$ cat src/include/msfr_pkg.sv
// constants, field layouts and carrier types of the motor status and fault register bank
package msfr_pkg;

    // ---------------------------------------------------------------
    // bus geometry
    // ---------------------------------------------------------------
    localparam int unsigned MSFR_ADDR_W = 8;
    localparam int unsigned MSFR_IDX_W = 6;
    localparam int unsigned MSFR_DATA_W = 32;
    localparam int unsigned MSFR_BE_W = 4;
    localparam int unsigned MSFR_REG_W = 16;

    // ---------------------------------------------------------------
    // register indices, byte address is four times the index
    // ---------------------------------------------------------------
    localparam logic [5:0] MSFR_IDX_FAULT = 6'h00;
    localparam logic [5:0] MSFR_IDX_ROTOR_RATE = 6'h01;
    localparam logic [5:0] MSFR_IDX_ROT_INTERVAL = 6'h02;
    localparam logic [5:0] MSFR_IDX_VCONST = 6'h03;
    localparam logic [5:0] MSFR_IDX_AMPS = 6'h04;
    localparam logic [5:0] MSFR_IDX_IRQ_STAT = 6'h05;
    localparam logic [5:0] MSFR_IDX_IRQ_MASK = 6'h06;

    // ---------------------------------------------------------------
    // reset values and field layouts
    // ---------------------------------------------------------------
    localparam logic [15:0] MSFR_FAULT_RST = 16'h0000;
    localparam logic [15:0] MSFR_MEAS_RST = 16'h0000;
    localparam logic [15:0] MSFR_IRQ_STAT_RST = 16'h0000;
    localparam logic [15:0] MSFR_IRQ_MASK_RST = 16'h0000;
    localparam logic [31:0] MSFR_RDATA_RST = 32'h0000_0000;
    localparam int unsigned MSFR_FAULT_RSVD_BIT = 6;
    localparam logic [15:0] MSFR_FAULT_IMPL = 16'hFFBF;
    localparam int unsigned MSFR_AMPS_W = 11;
    localparam logic [15:0] MSFR_AMPS_MASK = 16'h07FF;

    // bit 15 first, down to bit 0
    typedef struct packed {
        logic thermal_shutdown_flag;
        logic thermal_alert_flag;
        logic supply_overvoltage_flag;
        logic buck_overcurrent_flag;
        logic drive_overcurrent_flag;
        logic pump_undervoltage_flag;
        logic buck_undervoltage_flag;
        logic supply_undervoltage_flag;
        logic ldo_undervoltage_flag;
        logic rsvd6;
        logic closed_loop_stall_flag;
        logic open_loop_stall_flag;
        logic absent_motor_flag;
        logic bemf_const_abnormal_flag;
        logic speed_abnormal_flag;
        logic hw_current_limit_flag;
    } msfr_fault_t;

    typedef struct packed {
        logic [15:0] rotor_rate;
        logic [15:0] rotation_interval;
        logic [15:0] velocity_constant_est;
        logic [10:0] phase_amps_reading;
    } msfr_meas_t;

endpackage

$ cat src/design/msfr_sticky_bank.sv
// bank of sticky flags, set has priority over clear
module msfr_sticky_bank #(
    parameter int unsigned WIDTH = 16,
    parameter logic [WIDTH-1:0] RST_VAL = '0
) (
    input wire logic clk_sys_i,
    input wire logic rst_b_i,
    input wire logic [WIDTH-1:0] set_i,
    input wire logic [WIDTH-1:0] clr_i,
    output logic [WIDTH-1:0] flags_o
);

    // ---------------------------------------------------------------
    // one flop per flag
    // ---------------------------------------------------------------
    genvar gi;
    generate
        for (gi = 0; gi < WIDTH; gi++)
        begin : g_bit
            always_ff @(posedge clk_sys_i)
            begin
                if (!rst_b_i)
                begin
                    flags_o[gi] <= RST_VAL[gi];
                end
                // an event in the clearing cycle is kept
                else if (set_i[gi])
                begin
                    flags_o[gi] <= 1'b1;
                end
                else if (clr_i[gi])
                begin
                    flags_o[gi] <= 1'b0;
                end
            end
        end
    endgenerate

endmodule

$ cat src/design/msfr_avmm_port.sv
// avalon-mm handshake: one wait state, then a one-cycle completion
module msfr_avmm_port (
    input wire logic clk_sys_i,
    input wire logic rst_b_i,
    input wire logic read_i,
    input wire logic write_i,
    output logic waitrequest_o,
    output logic launch_o,
    output logic rd_done_o,
    output logic wr_done_o
);

    // ---------------------------------------------------------------
    // handshake
    // ---------------------------------------------------------------
    logic req;

    assign req = read_i | write_i;
    // launch loads read data so it stands at the completion edge
    assign launch_o = req & waitrequest_o;
    assign rd_done_o = read_i & ~waitrequest_o;
    assign wr_done_o = write_i & ~waitrequest_o;

    always_ff @(posedge clk_sys_i)
    begin
        if (!rst_b_i)
        begin
            waitrequest_o <= 1'b1;
        end
        else if (launch_o)
        begin
            waitrequest_o <= 1'b0;
        end
        else
        begin
            waitrequest_o <= 1'b1;
        end
    end

endmodule

$ cat src/design/msfr_regs.sv
// status, fault and measurement registers of the motor driver on an avalon-mm slave
//
// Function
// [RQ1] bit 15 latches die over-temperature shutdown until software clears it
// [RQ2] bit 14 latches die temperature warning until cleared
// [RQ3] bit 13 latches supply overvoltage
// [RQ4] bit 12 latches switching regulator overcurrent
// [RQ5] bit 11 latches any motor-drive overcurrent event
// [RQ6] bit 10 latches charge pump undervoltage
// [RQ7] bit 9 latches switching regulator undervoltage
// [RQ8] bit 8 latches supply input undervoltage
// [RQ9] bit 7 latches 3.3 V linear regulator undervoltage
// [RQ10] bit 6 is reserved, never used by software, always zero
// [RQ11] bits 5 to 0 latch the six lock-detect conditions
// [RQ12] fault register resets to zero, each flag cleared by writing one
// [RQ13] rotor rate: read-only 16-bit, tenths of a hertz
// [RQ14] rotation period: read-only 16-bit, units of 10 us
// [RQ15] velocity constant: read-only 16-bit, V/Hz is value over 2 over 1090
// [RQ16] motor current: read-only 11-bit code in bits 10 to 0
// [RQ17] current register bits 15 to 11 read zero, software leaves them alone
// [RQ18] software clears latched faults by writing all ones
// [RQ19] measurement reads have no side effect, writes to them ignored
module msfr_regs (
    input wire logic clk_sys_i,
    input wire logic rst_b_i,
    input wire logic [7:0] avs_address_i,
    input wire logic [3:0] avs_byteenable_i,
    input wire logic avs_read_i,
    input wire logic avs_write_i,
    input wire logic [31:0] avs_writedata_i,
    output logic [31:0] avs_readdata_o,
    output logic avs_waitrequest_o,
    input wire msfr_pkg::msfr_fault_t fault_cond_i,
    input wire msfr_pkg::msfr_meas_t meas_i,
    input wire logic meas_update_i,
    output msfr_pkg::msfr_fault_t fault_flags_o,
    output logic fault_any_o,
    output logic irq_o
);

    // ---------------------------------------------------------------
    // bus handshake and decode
    // ---------------------------------------------------------------
    logic launch;
    logic rd_done;
    logic wr_done;
    logic [5:0] idx;
    logic [15:0] wmask;

    msfr_avmm_port u_port (
        .clk_sys_i(clk_sys_i),
        .rst_b_i(rst_b_i),
        .read_i(avs_read_i),
        .write_i(avs_write_i),
        .waitrequest_o(avs_waitrequest_o),
        .launch_o(launch),
        .rd_done_o(rd_done),
        .wr_done_o(wr_done)
    );

    // low address bits are ignored: every register is one aligned word
    assign idx = avs_address_i[7:2];

    // only the low two byte lanes carry register bits
    assign wmask = {{8{avs_byteenable_i[1]}}, {8{avs_byteenable_i[0]}}} & avs_writedata_i[15:0];

    // ---------------------------------------------------------------
    // fault flags
    // ---------------------------------------------------------------
    logic [15:0] fault_set;
    logic [15:0] fault_clr;
    logic [15:0] fault_q;

    // [RQ1] [RQ2] [RQ3] [RQ4] [RQ5] latch the upper faults
    // [RQ6] [RQ7] [RQ8] [RQ9] [RQ11] latch undervoltage and lock faults
    // [RQ10] reserved bit never sets
    assign fault_set = fault_cond_i & msfr_pkg::MSFR_FAULT_IMPL;

    // [RQ12] write one clears, [RQ18] all ones clears every flag in the enabled byte lanes unless its condition is present
    assign fault_clr = (wr_done && idx == msfr_pkg::MSFR_IDX_FAULT) ? (wmask & msfr_pkg::MSFR_FAULT_IMPL) : 16'h0000;

    // [RQ12] sticky flags reset to zero
    msfr_sticky_bank #(
        .WIDTH(16),
        .RST_VAL(msfr_pkg::MSFR_FAULT_RST)
    ) u_fault (
        .clk_sys_i(clk_sys_i),
        .rst_b_i(rst_b_i),
        .set_i(fault_set),
        .clr_i(fault_clr),
        .flags_o(fault_q)
    );

    assign fault_flags_o = fault_q;

    always_ff @(posedge clk_sys_i)
    begin
        if (!rst_b_i)
        begin
            fault_any_o <= 1'b0;
        end
        else
        begin
            fault_any_o <= |((fault_q & ~fault_clr) | fault_set);
        end
    end

    // ---------------------------------------------------------------
    // measurement registers
    // ---------------------------------------------------------------
    logic [15:0] rotor_rate_q;
    logic [15:0] rotation_interval_q;
    logic [15:0] velocity_constant_est_q;
    logic [15:0] phase_amps_reading_q;

    // values only move on the estimator strobe, so a bus read never sees a half update
    // [RQ13] [RQ14] [RQ15] capture the 16-bit readings
    always_ff @(posedge clk_sys_i)
    begin
        if (!rst_b_i)
        begin
            rotor_rate_q <= msfr_pkg::MSFR_MEAS_RST;
            rotation_interval_q <= msfr_pkg::MSFR_MEAS_RST;
            velocity_constant_est_q <= msfr_pkg::MSFR_MEAS_RST;
        end
        else if (meas_update_i)
        begin
            rotor_rate_q <= meas_i.rotor_rate;
            rotation_interval_q <= meas_i.rotation_interval;
            velocity_constant_est_q <= meas_i.velocity_constant_est;
        end
    end

    // [RQ16] [RQ17] 11-bit current code, upper bits zero
    always_ff @(posedge clk_sys_i)
    begin
        if (!rst_b_i)
        begin
            phase_amps_reading_q <= msfr_pkg::MSFR_MEAS_RST;
        end
        else if (meas_update_i)
        begin
            phase_amps_reading_q <= {5'h00, meas_i.phase_amps_reading} & msfr_pkg::MSFR_AMPS_MASK;
        end
    end

    // ---------------------------------------------------------------
    // interrupt status and mask
    // ---------------------------------------------------------------
    logic [15:0] irq_set;
    logic [15:0] irq_clr;
    logic [15:0] irq_stat_q;
    logic [15:0] irq_mask_q;

    // event is a flag going from clear to set, same layout as the fault register
    assign irq_set = fault_set & ~fault_q;
    // a read clears only the bits it returned, so an event landing after the data was taken is not lost
    assign irq_clr = (rd_done && idx == msfr_pkg::MSFR_IDX_IRQ_STAT) ? avs_readdata_o[15:0] : 16'h0000;

    msfr_sticky_bank #(
        .WIDTH(16),
        .RST_VAL(msfr_pkg::MSFR_IRQ_STAT_RST)
    ) u_irq (
        .clk_sys_i(clk_sys_i),
        .rst_b_i(rst_b_i),
        .set_i(irq_set),
        .clr_i(irq_clr),
        .flags_o(irq_stat_q)
    );

    always_ff @(posedge clk_sys_i)
    begin
        if (!rst_b_i)
        begin
            irq_mask_q <= msfr_pkg::MSFR_IRQ_MASK_RST;
        end
        else if (wr_done && idx == msfr_pkg::MSFR_IDX_IRQ_MASK)
        begin
            irq_mask_q <= (irq_mask_q & ~{{8{avs_byteenable_i[1]}}, {8{avs_byteenable_i[0]}}}) | wmask;
        end
    end

    // one cycle behind status, traded for a registered output
    always_ff @(posedge clk_sys_i)
    begin
        if (!rst_b_i)
        begin
            irq_o <= 1'b0;
        end
        else
        begin
            irq_o <= |(irq_stat_q & irq_mask_q & msfr_pkg::MSFR_FAULT_IMPL);
        end
    end

    // ---------------------------------------------------------------
    // read data
    // ---------------------------------------------------------------
    logic [15:0] rd_mux;

    // [RQ19] reads of measurements only select, nothing else changes
    always_comb
    begin
        rd_mux = 16'h0000;
        unique case (idx)
            msfr_pkg::MSFR_IDX_FAULT: rd_mux = fault_q & msfr_pkg::MSFR_FAULT_IMPL;
            msfr_pkg::MSFR_IDX_ROTOR_RATE: rd_mux = rotor_rate_q;
            msfr_pkg::MSFR_IDX_ROT_INTERVAL: rd_mux = rotation_interval_q;
            msfr_pkg::MSFR_IDX_VCONST: rd_mux = velocity_constant_est_q;
            msfr_pkg::MSFR_IDX_AMPS: rd_mux = phase_amps_reading_q;
            msfr_pkg::MSFR_IDX_IRQ_STAT: rd_mux = irq_stat_q & msfr_pkg::MSFR_FAULT_IMPL;
            msfr_pkg::MSFR_IDX_IRQ_MASK: rd_mux = irq_mask_q;
            default: rd_mux = 16'h0000;
        endcase
    end

    // data is loaded in the wait cycle and held through the completion edge
    always_ff @(posedge clk_sys_i)
    begin
        if (!rst_b_i)
        begin
            avs_readdata_o <= msfr_pkg::MSFR_RDATA_RST;
        end
        else if (launch && avs_read_i)
        begin
            avs_readdata_o <= {16'h0000, rd_mux};
        end
    end

endmodule

$ cat config.mk
export PLATFORM = sky130hd
export DESIGN_NAME = msfr_regs
export DESIGN_NICKNAME = d
export VERILOG_FILES = /design/src/include/msfr_pkg.sv /design/src/design/msfr_sticky_bank.sv /design/src/design/msfr_avmm_port.sv /design/src/design/msfr_regs.sv
export SDC_FILE = /design/constraint.sdc
export NUM_CORES = 1
export LEC_CHECK = 0
export BUFFER_PORTS_ARGS = -buffer_cell sky130_fd_sc_hd__clkbuf_2
export CORE_MARGIN = 8
export CORE_UTILIZATION = 40
export CTS_CLUSTER_SIZE = 28
export DETAILED_ROUTE_END_ITERATION = 7
export PLACE_DENSITY = 0.66
export SKIP_LAST_GASP = 1
export SLEW_MARGIN = 20
export SYNTH_ARGS = -nofsm -noshare
export SYNTH_HDL_FRONTEND = slang
export SYNTH_SLANG_ARGS = --single-unit
$ cat constraint.sdc
create_clock -name clk_sys_i -period 2.8 [get_ports clk_sys_i]
set_clock_uncertainty 0.05 [all_clocks]
set_input_delay 0.28 -clock clk_sys_i [delete_from_list [all_inputs] [get_ports clk_sys_i]]
set_output_delay 0.28 -clock clk_sys_i [all_outputs]
set_load 0.01 [all_outputs]
Word-level counts from Yosys, hierarchy flattened --
Index checks and enable logic that the tools add are counted.
Word-level totals: flip-flop bits (word level) 125, output and inout port bits 51
Operators by class: eq/ne operators 6, muxes and demuxes 66, bitwise operators 15, reduce and logical (&&, ||, !) cells 38
Operator list (count):
- $pmux 16 s7 | 1
- $and 16x16->16 | 5
- $mux 1 | 63
- $reduce_bool 2->1 | 31
- $not 16->16 | 3
- $mux 16 | 2
- $or 16x16->16 | 2
- $eq 6x3->1 const B | 3
- $reduce_or 16->1 | 1
- $reduce_or 15->1 | 1
- $eq 6x2->1 const B | 2
- $eq 6x1->1 const B | 1
- $logic_not 6->1 | 1
- $logic_and 1x1->1 | 4
- $and 1x1->1 | 3
- $not 1->1 | 1
- $or 1x1->1 | 1

Logic depth before layout (Yosys ltp) --
depth after elaboration 8, depth in mapped cells 8

Modules after synthesis --
From an unflattened synthesis, not the netlist that was laid out.
Unflattened totals: cell total of the unflattened synthesis 588, area total of the unflattened synthesis 5824.3 um^2
By module, submodules not included:
- msfr_regs | instances 1, cells an instance 483, area each 4633.2 um^2, seq. area each 1861.8 um^2
- msfr_sticky_bank | instances 2, cells an instance 50, area each 571.8 um^2, seq. area each 320.3 um^2
- msfr_avmm_port | instances 1, cells an instance 5, area each 47.5 um^2, seq. area each 20.0 um^2

Worst setup path after synthesis --
Ideal clock, no wire load.
path kind input-to-reg, start input avs_address_i[2], end register fault_any_o, setup time 0.145 ns, arrival time 1.867 ns, slack 0.739 ns, cell stages on the path 6, path through buf_4 > nor4b_4 > a31oi_1 > or4_1 > nor4_1 > a41oi_1
On the way: word-level cells in the longest chain between the ends 7
Ends and longest elaborated chain:
- from (decl) | line msfr_regs.sv:26 | input wire logic [7:0] avs_address_i,
- $logic_not 6->1 | line msfr_regs.sv:80 | assign fault_clr = (wr_done && idx == msfr_pkg::MSFR_IDX_FAULT) ? (wmask & msfr_pkg::MSFR_FAULT_IMPL) : 16'h00 ...
- $logic_and 1x1->1 | line msfr_regs.sv:80
- $mux 16 | line msfr_regs.sv:80
- $not 16->16 | line msfr_regs.sv:104 | fault_any_o <= |((fault_q & ~fault_clr) | fault_set);
- $and 16x16->16 | line msfr_regs.sv:104
- $or 16x16->16 | line msfr_regs.sv:104
- $reduce_or 16->1 | line msfr_regs.sv:104
- to (signal assigned) | line msfr_regs.sv:104
- to (decl) | line msfr_regs.sv:37 | output logic fault_any_o,
Every way passes these cells. A chain may end at the register's enable or synchronous reset.

Worst setup path in the final report --
start register u_port.waitrequest_o, end register fault_any_o
On the way: word-level cells in the longest chain between the ends 8
Ends and longest elaborated chain:
- from (decl) | line msfr_avmm_port.sv:7 | output logic waitrequest_o,
- from (signal assigned) | line msfr_avmm_port.sv:28 | waitrequest_o <= 1'b1;
- from (signal assigned) | line msfr_avmm_port.sv:32 | waitrequest_o <= 1'b0;
- from (signal assigned) | line msfr_avmm_port.sv:36 | waitrequest_o <= 1'b1;
- $not 1->1 | line msfr_avmm_port.sv:22 | assign wr_done_o = write_i & ~waitrequest_o;
- $and 1x1->1 | line msfr_avmm_port.sv:22
- $logic_and 1x1->1 | line msfr_regs.sv:80
- $mux 16 | line msfr_regs.sv:80
- $not 16->16 | line msfr_regs.sv:104
- $and 16x16->16 | line msfr_regs.sv:104
- $or 16x16->16 | line msfr_regs.sv:104
- $reduce_or 16->1 | line msfr_regs.sv:104
Every way passes these cells.

==> impl_results.md <==
- Wire length per cell after detailed routing: 20.28 um
- Crit-path max FO: 9
- Max-capacitance violation count: 0
- Path depth of the worst reg2reg path: 6
- Number of resized instances in the post-cts repair step: 0
- Endpoint arrival time on the critical path: 2.55 ns
- Total number of nets in the final design: 800
- Quantity of hold-fixing buffers added after cts: 0
- Capture point of the worst path: fault_any_o
- Number of design-rule violations left by the first detailed-router iteration: 381
- Core footprint: 13140 um^2
- Hold violation count in the final report: 0
- R2R Path Start: u_port.waitrequest_o
- Row count: 42
- Cell Count, Final, Fillers Out: 865
- Initial core utilization: 40.54%
- Placed inst area: 6138 um^2
- Reg-to-reg slack, setup: 0.46 ns
- Number of H-tree levels: 4
- Headroom to the max-slew limit: 57.09%
- Ant diodes: 0
- Final clock period utilization by the worst path: 83.47%
- Final standard cell area without fillers: 6822 um^2
- Io pins: 175
- CTS buffer count: 17
- Synth unique cells: 42
- Number of synthesized flops with an enable pin: 0
- Data required time at the worst endpoint: 3.01 ns
- Portion of the post-synthesis area used by sequential elements: 46.61%
- Total half-perimeter wirelength after legalization and detailed placement: 12520 um
- Synthesis-to-layout area growth: 28.07%
- Critical path launch point type: flip-flop
- Post-layout worst setup margin: 0.4628 ns
- Sink count of the clock tree: 124
- Source-to-sink clock delay at the later pin of the worst-skew pair: 0.41 ns
- DP Cell Count: 833
- Number of remaining DRC errors: 0
- Most frequently used flop master after synthesis: sky130_fd_sc_hd__dfxtp_1
- Pwr Total: 4.821 mW
- Number of search-and-repair iterations in the first detailed-routing pass: 6
- Die Width: 131.4 um
- Final total negative setup slack: 0 ns
- Fraction of layout instances using a drive strength above 1: 28.88%
- Cell area after technology mapping: 5326 um^2
- Source of the critical timing path: u_port.waitrequest_o
- RSZ-0062 raised after global routing: no
- Bufs on Longest Clock Path: 2
- Type of the setup path with the least slack: reg2reg
- Run status: finished clean
- Routed via count: 4810
- Final count of negative-setup-slack endpoints: 0
- Yosys warns: 0
- Reg-to-reg endpoint: fault_any_o
- Max Slew Vio Count: 0
- Setup Slack @ Placement: 0.3952 ns
- Max frequency: 427.9 MHz
- Utilization after layout: 51.92%
- Final Wtd Congestion: 0.8504
- Maximum number of pins on one net before global-route repair: 44
- Post-synthesis area per instance: 9.791 um^2
- Y dimension of the die: 131.4 um
- Number of antenna violations at the first check in global routing: 0
- Worst min-delay path class: in2reg
- Number of post-CTS setup repair buffers: 0
- Vias in the first global route: 4950
- Leakage power of the design: 3.251 nW
- CTS tree: done
- Time the final worst path needs with I/O delays and setup: 2.337 ns
- DIE AREA: 17260 um^2
- Hold slack: 0.04924 ns
- Share of flip-flops with an asynchronous set or reset after synthesis: 0%
- IO buf count: 136
- Synth Instances: 544
- Register bit total from synthesis: 124
- CP Capture Type: flip-flop
- DRT Wirelength: 17540 um
- Antenna-violating nets left: 0
- IR Drop Worst-Case VDD: 0.4084 mV
- Remaining global-route overflow: 0
- Slew at the pin closest to its max-slew limit: 0.6436 ns
- Fillers: 1209
- GRT Util Overall: 20.26%
- Pwr Density: 706.7 nW/um^2
- Clock-pin slew on the worst setup and hold paths: 0.06 ns
- Buffer cell driving the clock tree root: sky130_fd_sc_hd__clkbuf_16
- Via density: 5.561
- Wire length of the first global-routing pass: 27510 um
-- layout make-up --
class	instances	area [um^2]	share of cell area [%]
tap	176	220.2	3.228
clock inverter	11	212.7	3.118
timing repair buffer	151	820.8	12.03
sequential	124	2482	36.39
multi-input combinational	375	2589	37.95
clock buffer	21	470.5	6.897
inverter	7	26.28	0.3852
-- cell usage after synthesis (all sizes together), types with 6 or more instances --
cell type    n  area, um^2
dfxtp      124        2482
nor2        93       349.1
mux2i       75       750.7
buf         32       206.5
a22oi       28       210.2
clkbuf      22       82.58
a31oi       21       131.4
a21o        18       135.1
a222oi      17       170.2
a21oi       15       75.07
and2        13       81.33
a21bo       10       100.1
nand2b       9       56.30
inv          7       26.27
a41oi        6       52.55
nand2        6       22.52
o21a         6       45.04
-- critical path: stages, from the launching register on --
cell and delay (ns):
sky130_fd_sc_hd__dfxtp_1 0.38, sky130_fd_sc_hd__nor4b_4 0.22, sky130_fd_sc_hd__buf_4 0.21, sky130_fd_sc_hd__a31oi_1 0.14, sky130_fd_sc_hd__or4_1 0.55, sky130_fd_sc_hd__nor4_1 0.47
sky130_fd_sc_hd__a41oi_1 0.17
-- how the worst min path moves through the flow --
stage / startpoint / to / slack [ns] / cells past startpoint
detailed placement: avs_readdata_o[6] / avs_readdata_o[6] / 0.41 / 1
CTS: meas_i[5] / phase_amps_reading_q[5] / 0.04 / 3
floorplan: avs_write_i / u_port.waitrequest_o / 0.35 / 1
finish: meas_i[5] / phase_amps_reading_q[5] / 0.05 / 3
global placement: avs_readdata_o[6] / avs_readdata_o[6] / 0.39 / 1
global route: meas_i[52] / rotor_rate_q[9] / 0.05 / 3
-- logic make-up (layout without fill, tap and decap cells) --
logic type / count (synthesis) / count (layout) / share of synthesized area [%]
multiplexers: 75 / 75 / 14.09
other: 1 / 17 / 0.07040
AND/OR/NAND/NOR: 150 / 150 / 14.21
buffers and inverters: 61 / 190 / 5.920
flip-flops: 124 / 124 / 46.61
AO/OA/AOI/OAI: 133 / 133 / 19.10
-- cells in the final DEF, fill, tap and decap left out, types with 9 or more instances in the layout --
cell | synthesis | routed
sky130_fd_sc_hd__a21bo_2 | 10 | 10
sky130_fd_sc_hd__nor2_1 | 93 | 93
sky130_fd_sc_hd__clkbuf_2 | 0 | 135
sky130_fd_sc_hd__a21oi_1 | 15 | 15
sky130_fd_sc_hd__dfxtp_1 | 124 | 124
sky130_fd_sc_hd__a31oi_1 | 21 | 21
sky130_fd_sc_hd__and2_1 | 12 | 12
sky130_fd_sc_hd__mux2i_1 | 75 | 75
sky130_fd_sc_hd__clkbuf_16 | 0 | 17
sky130_fd_sc_hd__conb_1 | 1 | 17
sky130_fd_sc_hd__buf_4 | 19 | 14
sky130_fd_sc_hd__a22oi_1 | 28 | 28
sky130_fd_sc_hd__a21o_1 | 18 | 18
sky130_fd_sc_hd__nand2b_1 | 9 | 9
sky130_fd_sc_hd__a222oi_1 | 17 | 17
-- layer usage --
layer  GRT usage, %  share of wire [%]  routed length (um)  vias to the layer above
li1               -                  -                   -                     2228
met1          24.03                 41                7247                     2326
met2          33.77                 49                8512                      232
met3          6.174                8.0                1396                       24
met4          7.658                2.2                 382                        0
met5              0                  0                   0                        -
-- power by group --
| part | internal [mW] | switching, mW | total [mW] |
|---|---|---|---|
| clock | 1.74 | 0.791 | 2.53 |
| sequential | 1.85 | 0.0672 | 1.92 |
| combinational | 0.174 | 0.199 | 0.373 |
(Power assumes the default switching activity.)
